--- src/hdl/ptm_map.vh ---
// What this block does
// - Mode 00 selects compare match output
// - Clear-select low: period match clears, both flags
// - Clear-select high: compare A clears, A flag only
// - Compare A match flag alone changes pin
// - Counter-on rise loads pin initial level
// - Mode 11 timer, same flags, pin released
// - PWM: period clears, compare A sets duty
// - PWM period is value, zero means 1024
// - Duty at or above period stays active
// - PWM flags both; level and invert bits
// - Functions 00/01 force pin, counting continues
// - External pin edge sets counter-on, pulse starts
// - Compare A match ends pulse, clears on
// - Pulse counter resets only on counter-on rise
// - Mode 01 capture, source selectable, starts on rise
// - Capture edge copies counter into compare A
// - Capture counter free runs, period match wraps
// - Function 11 disables capture, counting continues
// - Ten-bit values split low/high, upper zeros
// - Counter-on rise zeroes counter, fall holds
// - Initial level bit: 0 low, 1 high
`ifndef PTM_MAP_VH
`define PTM_MAP_VH
// Register byte offsets
`define PTM_OFF_CTRL0 12'h000
`define PTM_OFF_CTRL1 12'h004
`define PTM_OFF_CNT_LO 12'h008
`define PTM_OFF_CNT_HI 12'h00C
`define PTM_OFF_CMPA_LO 12'h010
`define PTM_OFF_CMPA_HI 12'h014
`define PTM_OFF_PER_LO 12'h018
`define PTM_OFF_PER_HI 12'h01C
`define PTM_OFF_FLAGS 12'h020
// Control 0 fields
`define PTM_C0_ON 3
// Control 1 fields
`define PTM_C1_CLR 0
`define PTM_C1_CAPS 1
`define PTM_C1_INV 2
`define PTM_C1_OC 3
`define PTM_C1_IO_LSB 4
`define PTM_C1_MODE_LSB 6
// Flag fields
`define PTM_FLG_A 0
`define PTM_FLG_P 1
// Modes
`define PTM_MODE_CMP 2'b00
`define PTM_MODE_CAP 2'b01
`define PTM_MODE_PWM 2'b10
`define PTM_MODE_TMR 2'b11
// Output functions
`define PTM_IO_00 2'b00
`define PTM_IO_01 2'b01
`define PTM_IO_10 2'b10
`define PTM_IO_11 2'b11
// Reset values
`define PTM_RST_BYTE 8'h00
`define PTM_RST_VAL 10'h000
`endif

--- src/hdl/ptm_timer.v ---
// Added by the designer: the placing of the registers and the APB register port.
`timescale 1ns/1ps
`include "ptm_map.vh"
module ptm_timer #(
    parameter CW = 10
) (
    // Clock, reset, enable
    input wire pclk,
    input wire presetn,
    input wire ce,
    // APB slave
    input wire psel,
    input wire penable,
    input wire pwrite,
    input wire [11:0] paddr,
    input wire [31:0] pwdata,
    output wire pready,
    output wire pslverr,
    output reg [31:0] prdata,
    // Timer pins
    input wire ext_clock_pin,
    input wire timer_pin_a,
    input wire timer_pin_b,
    output reg timer_out,
    output wire timer_out_oe_n,
    // Status
    output wire compare_a_flag,
    output wire period_flag
);

    // Register state
    reg counter_on_r;
    reg on_prev_r;
    reg [1:0] op_mode_r;
    reg [1:0] out_func_r;
    reg out_initial_level_r;
    reg out_invert_r;
    reg capture_source_sel_r;
    reg clear_select_r;
    reg [CW-1:0] compare_a_value_r;
    reg [CW-1:0] period_value_r;
    reg [CW-1:0] cnt_r;
    reg flag_a_r;
    reg flag_p_r;
    reg out_lvl_r;
    reg ext_prev_r;
    reg pa_prev_r;
    reg pb_prev_r;

    // Next values
    reg counter_on_nxt;
    reg [CW-1:0] cnt_nxt;
    reg [CW-1:0] compare_a_nxt;
    reg flag_a_nxt;
    reg flag_p_nxt;
    reg out_lvl_nxt;
    reg timer_out_nxt;
    reg [31:0] rdata_nxt;
    reg pwm_active;

    // Value one below a compare value, wrapping zero to all ones
    function [CW-1:0] last_count;
        input [CW-1:0] v;
        begin
            last_count = v - {{(CW-1){1'b0}}, 1'b1};
        end
    endfunction

    // Rising, falling or both edge select
    function edge_hit;
        input [1:0] sel;
        input prev;
        input cur;
        begin
            case (sel)
                `PTM_IO_00: edge_hit = ~prev & cur;
                `PTM_IO_01: edge_hit = prev & ~cur;
                `PTM_IO_10: edge_hit = prev ^ cur;
                default: edge_hit = 1'b0;
            endcase
        end
    endfunction

    // Bus decode
    wire wr_en = psel & penable & pwrite;
    wire rd_setup = psel & ~penable;
    wire addr_ok = (paddr[1:0] == 2'b00) && (paddr <= `PTM_OFF_FLAGS);
    wire wr_c0 = wr_en && (paddr == `PTM_OFF_CTRL0);
    wire wr_c1 = wr_en && (paddr == `PTM_OFF_CTRL1);
    wire wr_al = wr_en && (paddr == `PTM_OFF_CMPA_LO);
    wire wr_ah = wr_en && (paddr == `PTM_OFF_CMPA_HI);
    wire wr_pl = wr_en && (paddr == `PTM_OFF_PER_LO);
    wire wr_ph = wr_en && (paddr == `PTM_OFF_PER_HI);
    wire wr_fl = wr_en && (paddr == `PTM_OFF_FLAGS);

    assign pready = 1'b1;
    assign pslverr = psel & penable & ~addr_ok;
    assign compare_a_flag = flag_a_r;
    assign period_flag = flag_p_r;

    // Mode decode
    wire m_cmp = (op_mode_r == `PTM_MODE_CMP);
    wire m_tmr = (op_mode_r == `PTM_MODE_TMR);
    wire m_cap = (op_mode_r == `PTM_MODE_CAP);
    wire m_pwm = (op_mode_r == `PTM_MODE_PWM) && (out_func_r != `PTM_IO_11);
    wire m_sp = (op_mode_r == `PTM_MODE_PWM) && (out_func_r == `PTM_IO_11);

    // Pin released in timer and capture modes
    assign timer_out_oe_n = m_tmr | m_cap;

    // Counter events
    wire on_rise = counter_on_r & ~on_prev_r;
    wire running = counter_on_r & ~on_rise;
    wire a_match = running && (cnt_r == last_count(compare_a_value_r));
    wire p_match = running && (cnt_r == last_count(period_value_r));
    wire ext_rise = ~ext_prev_r & ext_clock_pin;
    wire cap_edge = capture_source_sel_r ?
        edge_hit(out_func_r, ext_prev_r, ext_clock_pin) :
        (edge_hit(out_func_r, pa_prev_r, timer_pin_a) |
         edge_hit(out_func_r, pb_prev_r, timer_pin_b));

    always @*
    begin
        counter_on_nxt = counter_on_r;
        cnt_nxt = cnt_r;
        compare_a_nxt = compare_a_value_r;
        flag_a_nxt = flag_a_r;
        flag_p_nxt = flag_p_r;
        out_lvl_nxt = out_lvl_r;
        // Counter zeroed on rise, held while off
        if (on_rise)
        begin
            cnt_nxt = `PTM_RST_VAL;
        end
        else if (running)
        begin
            cnt_nxt = cnt_r + {{(CW-1){1'b0}}, 1'b1};
        end
        if (wr_fl && pwdata[`PTM_FLG_A])
        begin
            flag_a_nxt = 1'b0;
        end
        if (wr_fl && pwdata[`PTM_FLG_P])
        begin
            flag_p_nxt = 1'b0;
        end
        if (m_cmp || m_tmr)
        begin
            if (clear_select_r)
            begin
                if (a_match)
                begin
                    cnt_nxt = `PTM_RST_VAL;
                end
            end
            else if (p_match)
            begin
                cnt_nxt = `PTM_RST_VAL;
                flag_p_nxt = 1'b1;
            end
            if (a_match)
            begin
                flag_a_nxt = 1'b1;
            end
            if (on_rise)
            begin
                out_lvl_nxt = out_initial_level_r;
            end
            else if (a_match)
            begin
                case (out_func_r)
                    `PTM_IO_01: out_lvl_nxt = 1'b0;
                    `PTM_IO_10: out_lvl_nxt = 1'b1;
                    `PTM_IO_11: out_lvl_nxt = ~out_lvl_r;
                    default: out_lvl_nxt = out_lvl_r;
                endcase
            end
        end
        else if (m_pwm)
        begin
            if (p_match)
            begin
                cnt_nxt = `PTM_RST_VAL;
                flag_p_nxt = 1'b1;
            end
            if (a_match)
            begin
                flag_a_nxt = 1'b1;
            end
        end
        else if (m_sp)
        begin
            if (ext_rise)
            begin
                counter_on_nxt = 1'b1;
            end
            if (a_match)
            begin
                counter_on_nxt = 1'b0;
                flag_a_nxt = 1'b1;
            end
        end
        else
        begin
            if (p_match)
            begin
                cnt_nxt = `PTM_RST_VAL;
                flag_p_nxt = 1'b1;
            end
            if (cap_edge)
            begin
                compare_a_nxt = cnt_r;
                flag_a_nxt = 1'b1;
            end
        end
        // Control 0 and compare A writes win over hardware updates of the same bits
        if (wr_c0)
        begin
            counter_on_nxt = pwdata[`PTM_C0_ON];
        end
        if (wr_al)
        begin
            compare_a_nxt[7:0] = pwdata[7:0];
        end
        if (wr_ah)
        begin
            compare_a_nxt[CW-1:8] = pwdata[CW-9:0];
        end
    end

    // Output pin level per mode
    always @*
    begin
        pwm_active = (period_value_r != `PTM_RST_VAL) &&
            (compare_a_value_r >= period_value_r);
        pwm_active = pwm_active | (cnt_r < compare_a_value_r);
        case (op_mode_r)
            `PTM_MODE_CMP: timer_out_nxt = out_lvl_r ^ out_invert_r;
            `PTM_MODE_PWM:
            begin
                if (m_sp)
                begin
                    timer_out_nxt = ~(counter_on_r ^ out_initial_level_r) ^ out_invert_r;
                end
                else
                begin
                    case (out_func_r)
                        `PTM_IO_00: timer_out_nxt = ~out_initial_level_r ^ out_invert_r;
                        `PTM_IO_01: timer_out_nxt = out_initial_level_r ^ out_invert_r;
                        default: timer_out_nxt =
                            ~(pwm_active ^ out_initial_level_r) ^ out_invert_r;
                    endcase
                end
            end
            default: timer_out_nxt = 1'b0;
        endcase
    end

    // Read mux
    always @*
    begin
        rdata_nxt = 32'h0000_0000;
        case (paddr)
            `PTM_OFF_CTRL0: rdata_nxt[`PTM_C0_ON] = counter_on_r;
            `PTM_OFF_CTRL1: rdata_nxt[7:0] = {op_mode_r, out_func_r, out_initial_level_r,
                out_invert_r, capture_source_sel_r, clear_select_r};
            `PTM_OFF_CNT_LO: rdata_nxt[7:0] = cnt_r[7:0];
            `PTM_OFF_CNT_HI: rdata_nxt[CW-9:0] = cnt_r[CW-1:8];
            `PTM_OFF_CMPA_LO: rdata_nxt[7:0] = compare_a_value_r[7:0];
            `PTM_OFF_CMPA_HI: rdata_nxt[CW-9:0] = compare_a_value_r[CW-1:8];
            `PTM_OFF_PER_LO: rdata_nxt[7:0] = period_value_r[7:0];
            `PTM_OFF_PER_HI: rdata_nxt[CW-9:0] = period_value_r[CW-1:8];
            `PTM_OFF_FLAGS: rdata_nxt[1:0] = {flag_p_r, flag_a_r};
            default: rdata_nxt = 32'h0000_0000;
        endcase
    end

    always @(posedge pclk or negedge presetn)
    begin
        if (!presetn)
        begin
            counter_on_r <= 1'b0;
            on_prev_r <= 1'b0;
            op_mode_r <= `PTM_MODE_CMP;
            out_func_r <= `PTM_IO_00;
            out_initial_level_r <= 1'b0;
            out_invert_r <= 1'b0;
            capture_source_sel_r <= 1'b0;
            clear_select_r <= 1'b0;
            compare_a_value_r <= `PTM_RST_VAL;
            period_value_r <= `PTM_RST_VAL;
            cnt_r <= `PTM_RST_VAL;
            flag_a_r <= 1'b0;
            flag_p_r <= 1'b0;
            out_lvl_r <= 1'b0;
            ext_prev_r <= 1'b0;
            pa_prev_r <= 1'b0;
            pb_prev_r <= 1'b0;
            timer_out <= 1'b0;
            prdata <= 32'h0000_0000;
        end
        else if (ce)
        begin
            counter_on_r <= counter_on_nxt;
            on_prev_r <= counter_on_r;
            cnt_r <= cnt_nxt;
            compare_a_value_r <= compare_a_nxt;
            flag_a_r <= flag_a_nxt;
            flag_p_r <= flag_p_nxt;
            out_lvl_r <= out_lvl_nxt;
            ext_prev_r <= ext_clock_pin;
            pa_prev_r <= timer_pin_a;
            pb_prev_r <= timer_pin_b;
            timer_out <= timer_out_nxt;
            if (wr_c1)
            begin
                op_mode_r <= pwdata[`PTM_C1_MODE_LSB+1:`PTM_C1_MODE_LSB];
                out_func_r <= pwdata[`PTM_C1_IO_LSB+1:`PTM_C1_IO_LSB];
                out_initial_level_r <= pwdata[`PTM_C1_OC];
                out_invert_r <= pwdata[`PTM_C1_INV];
                capture_source_sel_r <= pwdata[`PTM_C1_CAPS];
                clear_select_r <= pwdata[`PTM_C1_CLR];
            end
            if (wr_pl)
            begin
                period_value_r[7:0] <= pwdata[7:0];
            end
            if (wr_ph)
            begin
                period_value_r[CW-1:8] <= pwdata[CW-9:0];
            end
            if (rd_setup)
            begin
                prdata <= rdata_nxt;
            end
        end
    end

endmodule
--- config.mk ---
export PLATFORM = sky130hd
export DESIGN_NAME = ptm_timer
export DESIGN_NICKNAME = d
export VERILOG_FILES = /design/src/hdl/ptm_timer.v
export VERILOG_INCLUDE_DIRS = /design/src /design/src/hdl
export SDC_FILE = /design/constraint.sdc
export NUM_CORES = 1
export LEC_CHECK = 0
export BUFFER_PORTS_ARGS = -buffer_cell sky130_fd_sc_hd__buf_2
export CORE_MARGIN = 4
export CORE_UTILIZATION = 45
export DETAILED_ROUTE_END_ITERATION = 10
export GPL_ROUTABILITY_DRIVEN = 0
export PLACE_DENSITY = 0.7
export SLEW_MARGIN = 5
export SYNTH_ARGS = -nofsm -noshare
export SYNTH_HDL_FRONTEND = slang
export SYNTH_SLANG_ARGS = --single-unit
--- constraint.sdc ---
create_clock -name pclk -period 2.45 [get_ports pclk]
set_input_delay 0.49 -clock pclk [delete_from_list [all_inputs] [get_ports pclk]]
set_output_delay 0.49 -clock pclk [all_outputs]
set_load 0.02 [all_outputs]
==> metrics.csv, run 1 <==
metric,value,unit
Die H,111,microns
Setup crit end kind,flop,
Root Buffer,clkbuf_8,
first-pass GRT wire length,22700,microns
vias,4520,
Overflow after GRT,0,
"Clk Latency, worst-skew pair",0.32,ns
crit share post-route,107,%
critical-path maximum fanout,4,
Final Max Slew Viols,0,
final net count,762,
r2r setup slk,-0.17,ns
P&R area growth vs syn,26.2,%
vias in the first global route,4475,
num rows,37,
final core utilization,58.3,%
GRT Total Usage,22.5,%
min-delay worst type,in -> async,
Synth Area per Inst,8.46,sq um
fin worst setup slack,-0.174,ns
total clock sinks,55,
Detailed Routing Iterations Pass 1,5,
YS warnings,0,
vias per inst,5.59,
"commonest non-fill, non-tap cells in the layout","buf_4, nand2_1, dfrtp_1, inv_1, buf_2",
hpwl dp,10900,microns
RSZ-0062 raised after global routing,true,
pin count of the biggest net entering global routing,29,
Leak,2.85,nW
Post-Syn Instances,564,
n_diodes,0,
CTS tree,done,
Period minus WS final,2.62,ns
initial core utilization,46.2,%
port bufs,41,
"Async S/R FF share, synth",100,%
H-tree levels,2,
violated checks,negative setup slack,
Clock Skew,0.00819,ns
number of synthesized flops with an enable pin,0,
"Hold Violations, Final",0,
Synth Cell Area,4770,sq um
Filler cells,900,
CTS buffer count,5,
antenna violations before repair,0,
WL final,13800,microns
Slowest cell on crit path,a311oi_4,
Max clock buf depth,2,
layout cells sized above 1,31.8,%
Slew @ Worst Pin,0.658,ns
FF-to-FF path depth,11,
Reg-to-Reg Start,compare_a_value_r[1],
Worst slew margin,56.1,%
"Primary FF master, synth",dfrtp_1,
Residual DRC,0,
setup violators final,14,
pwr dens,464,nW/um^2
total core area,10300,sq um
Worst EP arrival,2.85,ns
Seq cells post-synth,55,
Final ANT Viol Nets,0,
Die ar.,12300,sq um
share of the yosys chip area belonging to registers,28.8,%
initial drt markers,352,
reg-to-reg endpoint,cnt_r[6],
FMAX,0.381,GHz
CP dominant cell by count,buf_4,
status,"complete, but fails checks",
crit-path cells,buf_6 -> nor3_4 -> buf_4 -> buf_4 -> a32oi_1 -> nor2_1 -> nor4b_2 -> and4b_2 -> a311oi_4 -> nand2_4 -> o311ai_2,
peak per-stage delay on the critical path,0.43,ns
I/O pin count,91,
crit path launch type,flop,
Die X,111,microns
crit path from,compare_a_value_r[1],
"Reg clk slew, reported paths",0.11,ns
Peak VDD IR,0.251,mV
Worst Setup EP,cnt_r[6],
"most common cell after layout, fill and taps aside",buf_4,
max-cap violations,0,
CP required,2.67,ns
WL per Instance,17.1,microns
final setup TNS,-1.19,ns
Synth cell types,62,
crit path kind,reg -> reg,
## kinds of logic (layout without fill, tap and decap cells)
logic type | after synthesis | in the layout | share of synthesized area (%)
XOR/XNOR | 26 | 26 | 4.77
AO/OA/AOI/OAI | 112 | 112 | 16.0
adder cells (fa/ha/maj) | 37 | 37 | 9.70
AND/OR/NAND/NOR | 203 | 203 | 23.3
flip-flops | 55 | 55 | 28.8
multiplexers | 32 | 32 | 7.08
buffers and inverters | 97 | 183 | 10.2
other | 2 | 25 | 0.157
## what timing repair did
action | CTS | global route
endpoints found under the setup margin | 14 | 19
hold buffers | 0 | 0
resized for setup | 45 | 21
setup buffers | 10 | 8
pin swaps | 25 | 20
## final cells by class
type	instances	area (sq um)	area share [%]
clock buffers	5	68.8	1.14
clock inverters	3	47.5	0.790
well taps	136	170	2.83
inverters	44	165	2.74
repair buffers	131	953	15.8
multi-input cells	435	3240	53.7
flip-flops and latches	55	1380	22.9
## worst max-delay path, delay by kind of cell (launching register included)
family	cells	cell delay [ns]
buffers and inverters	3	0.41
DFF	1	0.42
and+or+nand+nor	5	0.96
AOI/OAI and AO/OA	3	0.74
## how the worst min path moves through the flow
stage                   start              endpoint  slack [ns]  cells past startpoint
floorplan             presetn  capture_source_sel_r        0.19                      0
finish                presetn  compare_a_value_r[8]        0.18                      1
global placement    prdata[1]             prdata[1]        0.46                      2
CTS                   presetn  compare_a_value_r[8]        0.20                      1
detailed placement  prdata[4]             prdata[4]        0.47                      2
global route          presetn  compare_a_value_r[8]        0.22                      1
## cells in the mapped netlist, types with 11 or more instances
master | count | area, sq um
dfrtp_1 | 55 | 1380
inv_1 | 44 | 165
o21ai_0 | 46 | 230
nor2_1 | 29 | 109
nand2_1 | 61 | 229
buf_4 | 26 | 195
mux2_2 | 14 | 158
ha_1 | 37 | 463
mux2i_1 | 18 | 180
xnor2_1 | 14 | 123
and3_1 | 14 | 87.6
nand4_1 | 11 | 68.8
nand3_1 | 27 | 135
xor2_1 | 12 | 105
clkbuf_1 | 16 | 60.1
a21oi_1 | 11 | 55.1
## sequential cells by signal, summed over array words and instances (netlist names)
| signal | cells |
|---|---|
| period_flag | 1 |
| out_invert_r | 1 |
| prdata | 8 |
| timer_out | 1 |
| capture_source_sel_r | 1 |
| pa_prev_r | 1 |
| out_func_r | 2 |
| compare_a_value_r | 10 |
| cnt_r | 10 |
| ext_prev_r | 1 |
| clear_select_r | 1 |
| on_prev_r | 1 |
| period_value_r | 10 |
| out_initial_level_r | 1 |
| pb_prev_r | 1 |
| compare_a_flag | 1 |
| counter_on_r | 1 |
| op_mode_r | 2 |
| out_lvl_r | 1 |
## per-layer routing
layer | global-route usage (%) | vias up | share of wire, %
met5 | 0 | - | 0
met1 | 29.5 | 2186 | 43
li1 | - | 2170 | -
met2 | 37.8 | 137 | 49
met4 | 8.05 | 0 | 2.8
met3 | 3.06 | 27 | 5.1
## through the flow
step	setup WS (ns)	cell area, sq um	total power, mW	hold slack, ns	instances
finish	-0.174	6020	2.80	0.182	809
global route	-0.327	6020	2.96	0.223	809
CTS	-0.114	5880	2.76	0.199	803
detailed placement	-0.228	5530	2.04	0.471	786
global placement	-0.167	5530	2.00	0.458	786
floorplan	-0.0817	4880	1.71	0.194	587
## power breakdown
| group | switching (mW) | internal [mW] |
|---|---|---|
| Clock | 0.330 | 0.311 |
| Sequential | 0.0592 | 0.970 |
| Combinational | 0.637 | 0.490 |
Note: power is estimated with default switching activity, not from simulation.
==> inputs of run 2 (changes only) <==
--- a/config.mk
+++ b/config.mk
@@ -6,12 +6,14 @@
 export SDC_FILE = /design/constraint.sdc
 export NUM_CORES = 1
 export LEC_CHECK = 0
+export ABC_CLOCK_PERIOD_IN_PS = 2450
 export BUFFER_PORTS_ARGS = -buffer_cell sky130_fd_sc_hd__buf_2
 export CORE_MARGIN = 4
-export CORE_UTILIZATION = 45
+export CORE_UTILIZATION = 51
 export DETAILED_ROUTE_END_ITERATION = 10
 export GPL_ROUTABILITY_DRIVEN = 0
-export PLACE_DENSITY = 0.7
+export PLACE_DENSITY = 0.77
+export RECOVER_POWER = 100
 export SLEW_MARGIN = 5
 export SYNTH_ARGS = -nofsm -noshare
 export SYNTH_HDL_FRONTEND = slang
==> run 2 against run 1 <==
Net effect: the run still ends with negative setup slack left; routed wire length rose by 4.5%; critical path depth did not move; clock-buffer cell count grew 1; flip-flop and latch count is the same; via count is 3.5% higher; non-clock buffer count fell by 16; highest routed layer unchanged.
==> metrics.csv, run 2 (same netlist as run 1, synthesis figures left out) <==
metric,value,unit,change
"commonest non-fill, non-tap cells in the layout","buf_4, nand2_1, dfrtp_1, inv_1",,
Setup crit end kind,flop,,
port bufs,41,,unchanged
Final Max Slew Viols,0,,unchanged
Die H,105,microns,-5.6%
n_diodes,0,,unchanged
Residual DRC,0,,unchanged
crit path from,period_value_r[0],,
Detailed Routing Iterations Pass 1,5,,unchanged
reg-to-reg endpoint,cnt_r[9],,
final net count,746,,-2.1%
CTS buffer count,5,,unchanged
CP required,2.68,ns,about the same
Peak VDD IR,0.444,mV,+77%
pwr dens,463,nW/um^2,-0.35%
area taken by multi-input logic gates,3210,sq um,-0.85%
hpwl dp,10500,microns,-3.3%
max-cap violations,0,,unchanged
FF-to-FF path depth,11,,unchanged
pre-CTS setup slack,-0.167,ns,+0.0618 ns
Met1 Wirelength,5730,microns,-2.9%
final setup TNS,-2.65,ns,-1.46 ns
GRT Total Usage,25.9,%,+3.5 points
total clock sinks,55,,unchanged
Slew @ Worst Pin,1.02,ns,+0.366 ns
crit share post-route,111,%,+3.4 points
"most common cell after layout, fill and taps aside",buf_4,,
total core area,9150,sq um,-11%
WL per Instance,18.8,microns,+10%
Worst slew margin,31.7,%,-24 points
Clock Skew,0.00777,ns,-0.000418 ns
num rows,35,,-5.4%
WL final,14400,microns,+4.5%
crit path launch type,flop,,
I/O pin count,91,,unchanged
antenna violations before repair,0,,unchanged
P&R area growth vs syn,20.8,%,
"Reg clk slew, reported paths",0.11,ns,about the same
FMAX,0.369,GHz,-3.1%
crit path kind,reg -> reg,,
initial core utilization,52.1,%,+5.9 points
met2 wire length,7080,microns,+3.9%
initial drt markers,437,,+24%
vias in the first global route,4455,,-0.45%
min-delay worst type,in -> async,,
critical-path maximum fanout,8,,+4
Die X,105,microns,-5.6%
Reg-to-Reg Start,period_value_r[0],,
first-pass GRT wire length,22800,microns,+0.37%
vias,4677,,+3.5%
"Hold Violations, Final",0,,unchanged
Worst EP arrival,2.94,ns,+0.09 ns
H-tree levels,2,,unchanged
RSZ-0062 raised after global routing,true,,
Die ar.,11000,sq um,-11%
r2r setup slk,-0.26,ns,-0.08 ns
CTS tree,done,,
Period minus WS final,2.71,ns,+0.0842 ns
setup violators final,26,,+12
met3 wire length,932,microns,+33%
pin count of the biggest net entering global routing,38,,+31%
Final ANT Viol Nets,0,,unchanged
Worst Setup EP,cnt_r[9],,
Filler cells,774,,-14%
top sig layer,met4,,
hold_buf cts,0,,unchanged
"Clk Latency, worst-skew pair",0.32,ns,about the same
FF/Latch Area,1380,sq um,-0.27%
status,"complete, but fails checks",,
fin worst setup slack,-0.258,ns,-0.0842 ns
Max clock buf depth,2,,unchanged
layout cells sized above 1,26.3,%,-5.5 points
Root Buffer,clkbuf_8,,
Leak,2.72,nW,-4.8%
Largest regs,"cnt_r (10), compare_a_value_r (10), period_value_r (10)",,
violated checks,negative setup slack,,
vias per inst,6.09,,+9.0%
Overflow after GRT,0,,unchanged
==> run 2: worst min-delay path by stage <==
stage	to	from	cells after the start	slack (ns)
2_1_floorplan	capture_source_sel_r	presetn	0	0.19
3_3_place_gp	prdata[1]	prdata[1]	2	0.46
3_5_place_dp	prdata[6]	prdata[6]	2	0.47
4_1_cts	prdata[7]	presetn	1	0.31
5_1_grt	prdata[7]	presetn	1	0.37
6_report	prdata[7]	presetn	1	0.32
==> run 2: layer usage <==
layer  up-vias  track usage [%]
li1       2136                -
met3        69             3.52
met5         -                0
met2       219             43.3
met4         0             11.6
met1      2253             33.4
==> run 2: report_power, final <==
part           switching [mW]  internal (mW)
Clock                   0.335          0.232
Sequential             0.0733          0.969
Combinational           0.631          0.427
==> run 2: repair_timing <==
action                     4_1_cts  5_1_grt
pin swaps                       19       25
resized for setup               35       24
setup buffers                    5        6
setup endpoints to repair       13       18
==> run 2: critical path, cell delays in order, from the launching register on <==
cell	delay (ns)
dfrtp_1	0.42
inv_2	0.08
ha_4	0.14
or4b_4	0.49
o21ai_4	0.17
o211ai_1	0.17
a31oi_4	0.28
nor4_4	0.06
a311oi_4	0.43
buf_6	0.20
nand3_2	0.10
o311ai_4	0.07
==> run 2: through the flow <==
step | hold slack [ns] | instance area [sq um] | cells | util (%) | power [mW]
5_1_grt | 0.372 | 5770 | 768 | 63.0 | 2.82
2_1_floorplan | 0.194 | 4880 | 587 | - | 1.71
3_5_place_dp | 0.467 | 5410 | 750 | 59.1 | 1.99
4_1_cts | 0.313 | 5670 | 763 | 62.0 | 2.62
3_3_place_gp | 0.465 | 5410 | 750 | 59.1 | 1.94
6_report | 0.318 | 5770 | 768 | 63.0 | 2.67
==> run 2: area by class of cell <==
type | count | area share, %
Clock buffer | 6 | 1.43
Clock inverter | 2 | 0.282
Inverter | 44 | 2.86
Multi-Input combinational cell | 435 | 55.6
Sequential cell | 55 | 23.9
Tap cell | 111 | 2.41
Timing Repair Buffer | 115 | 13.5
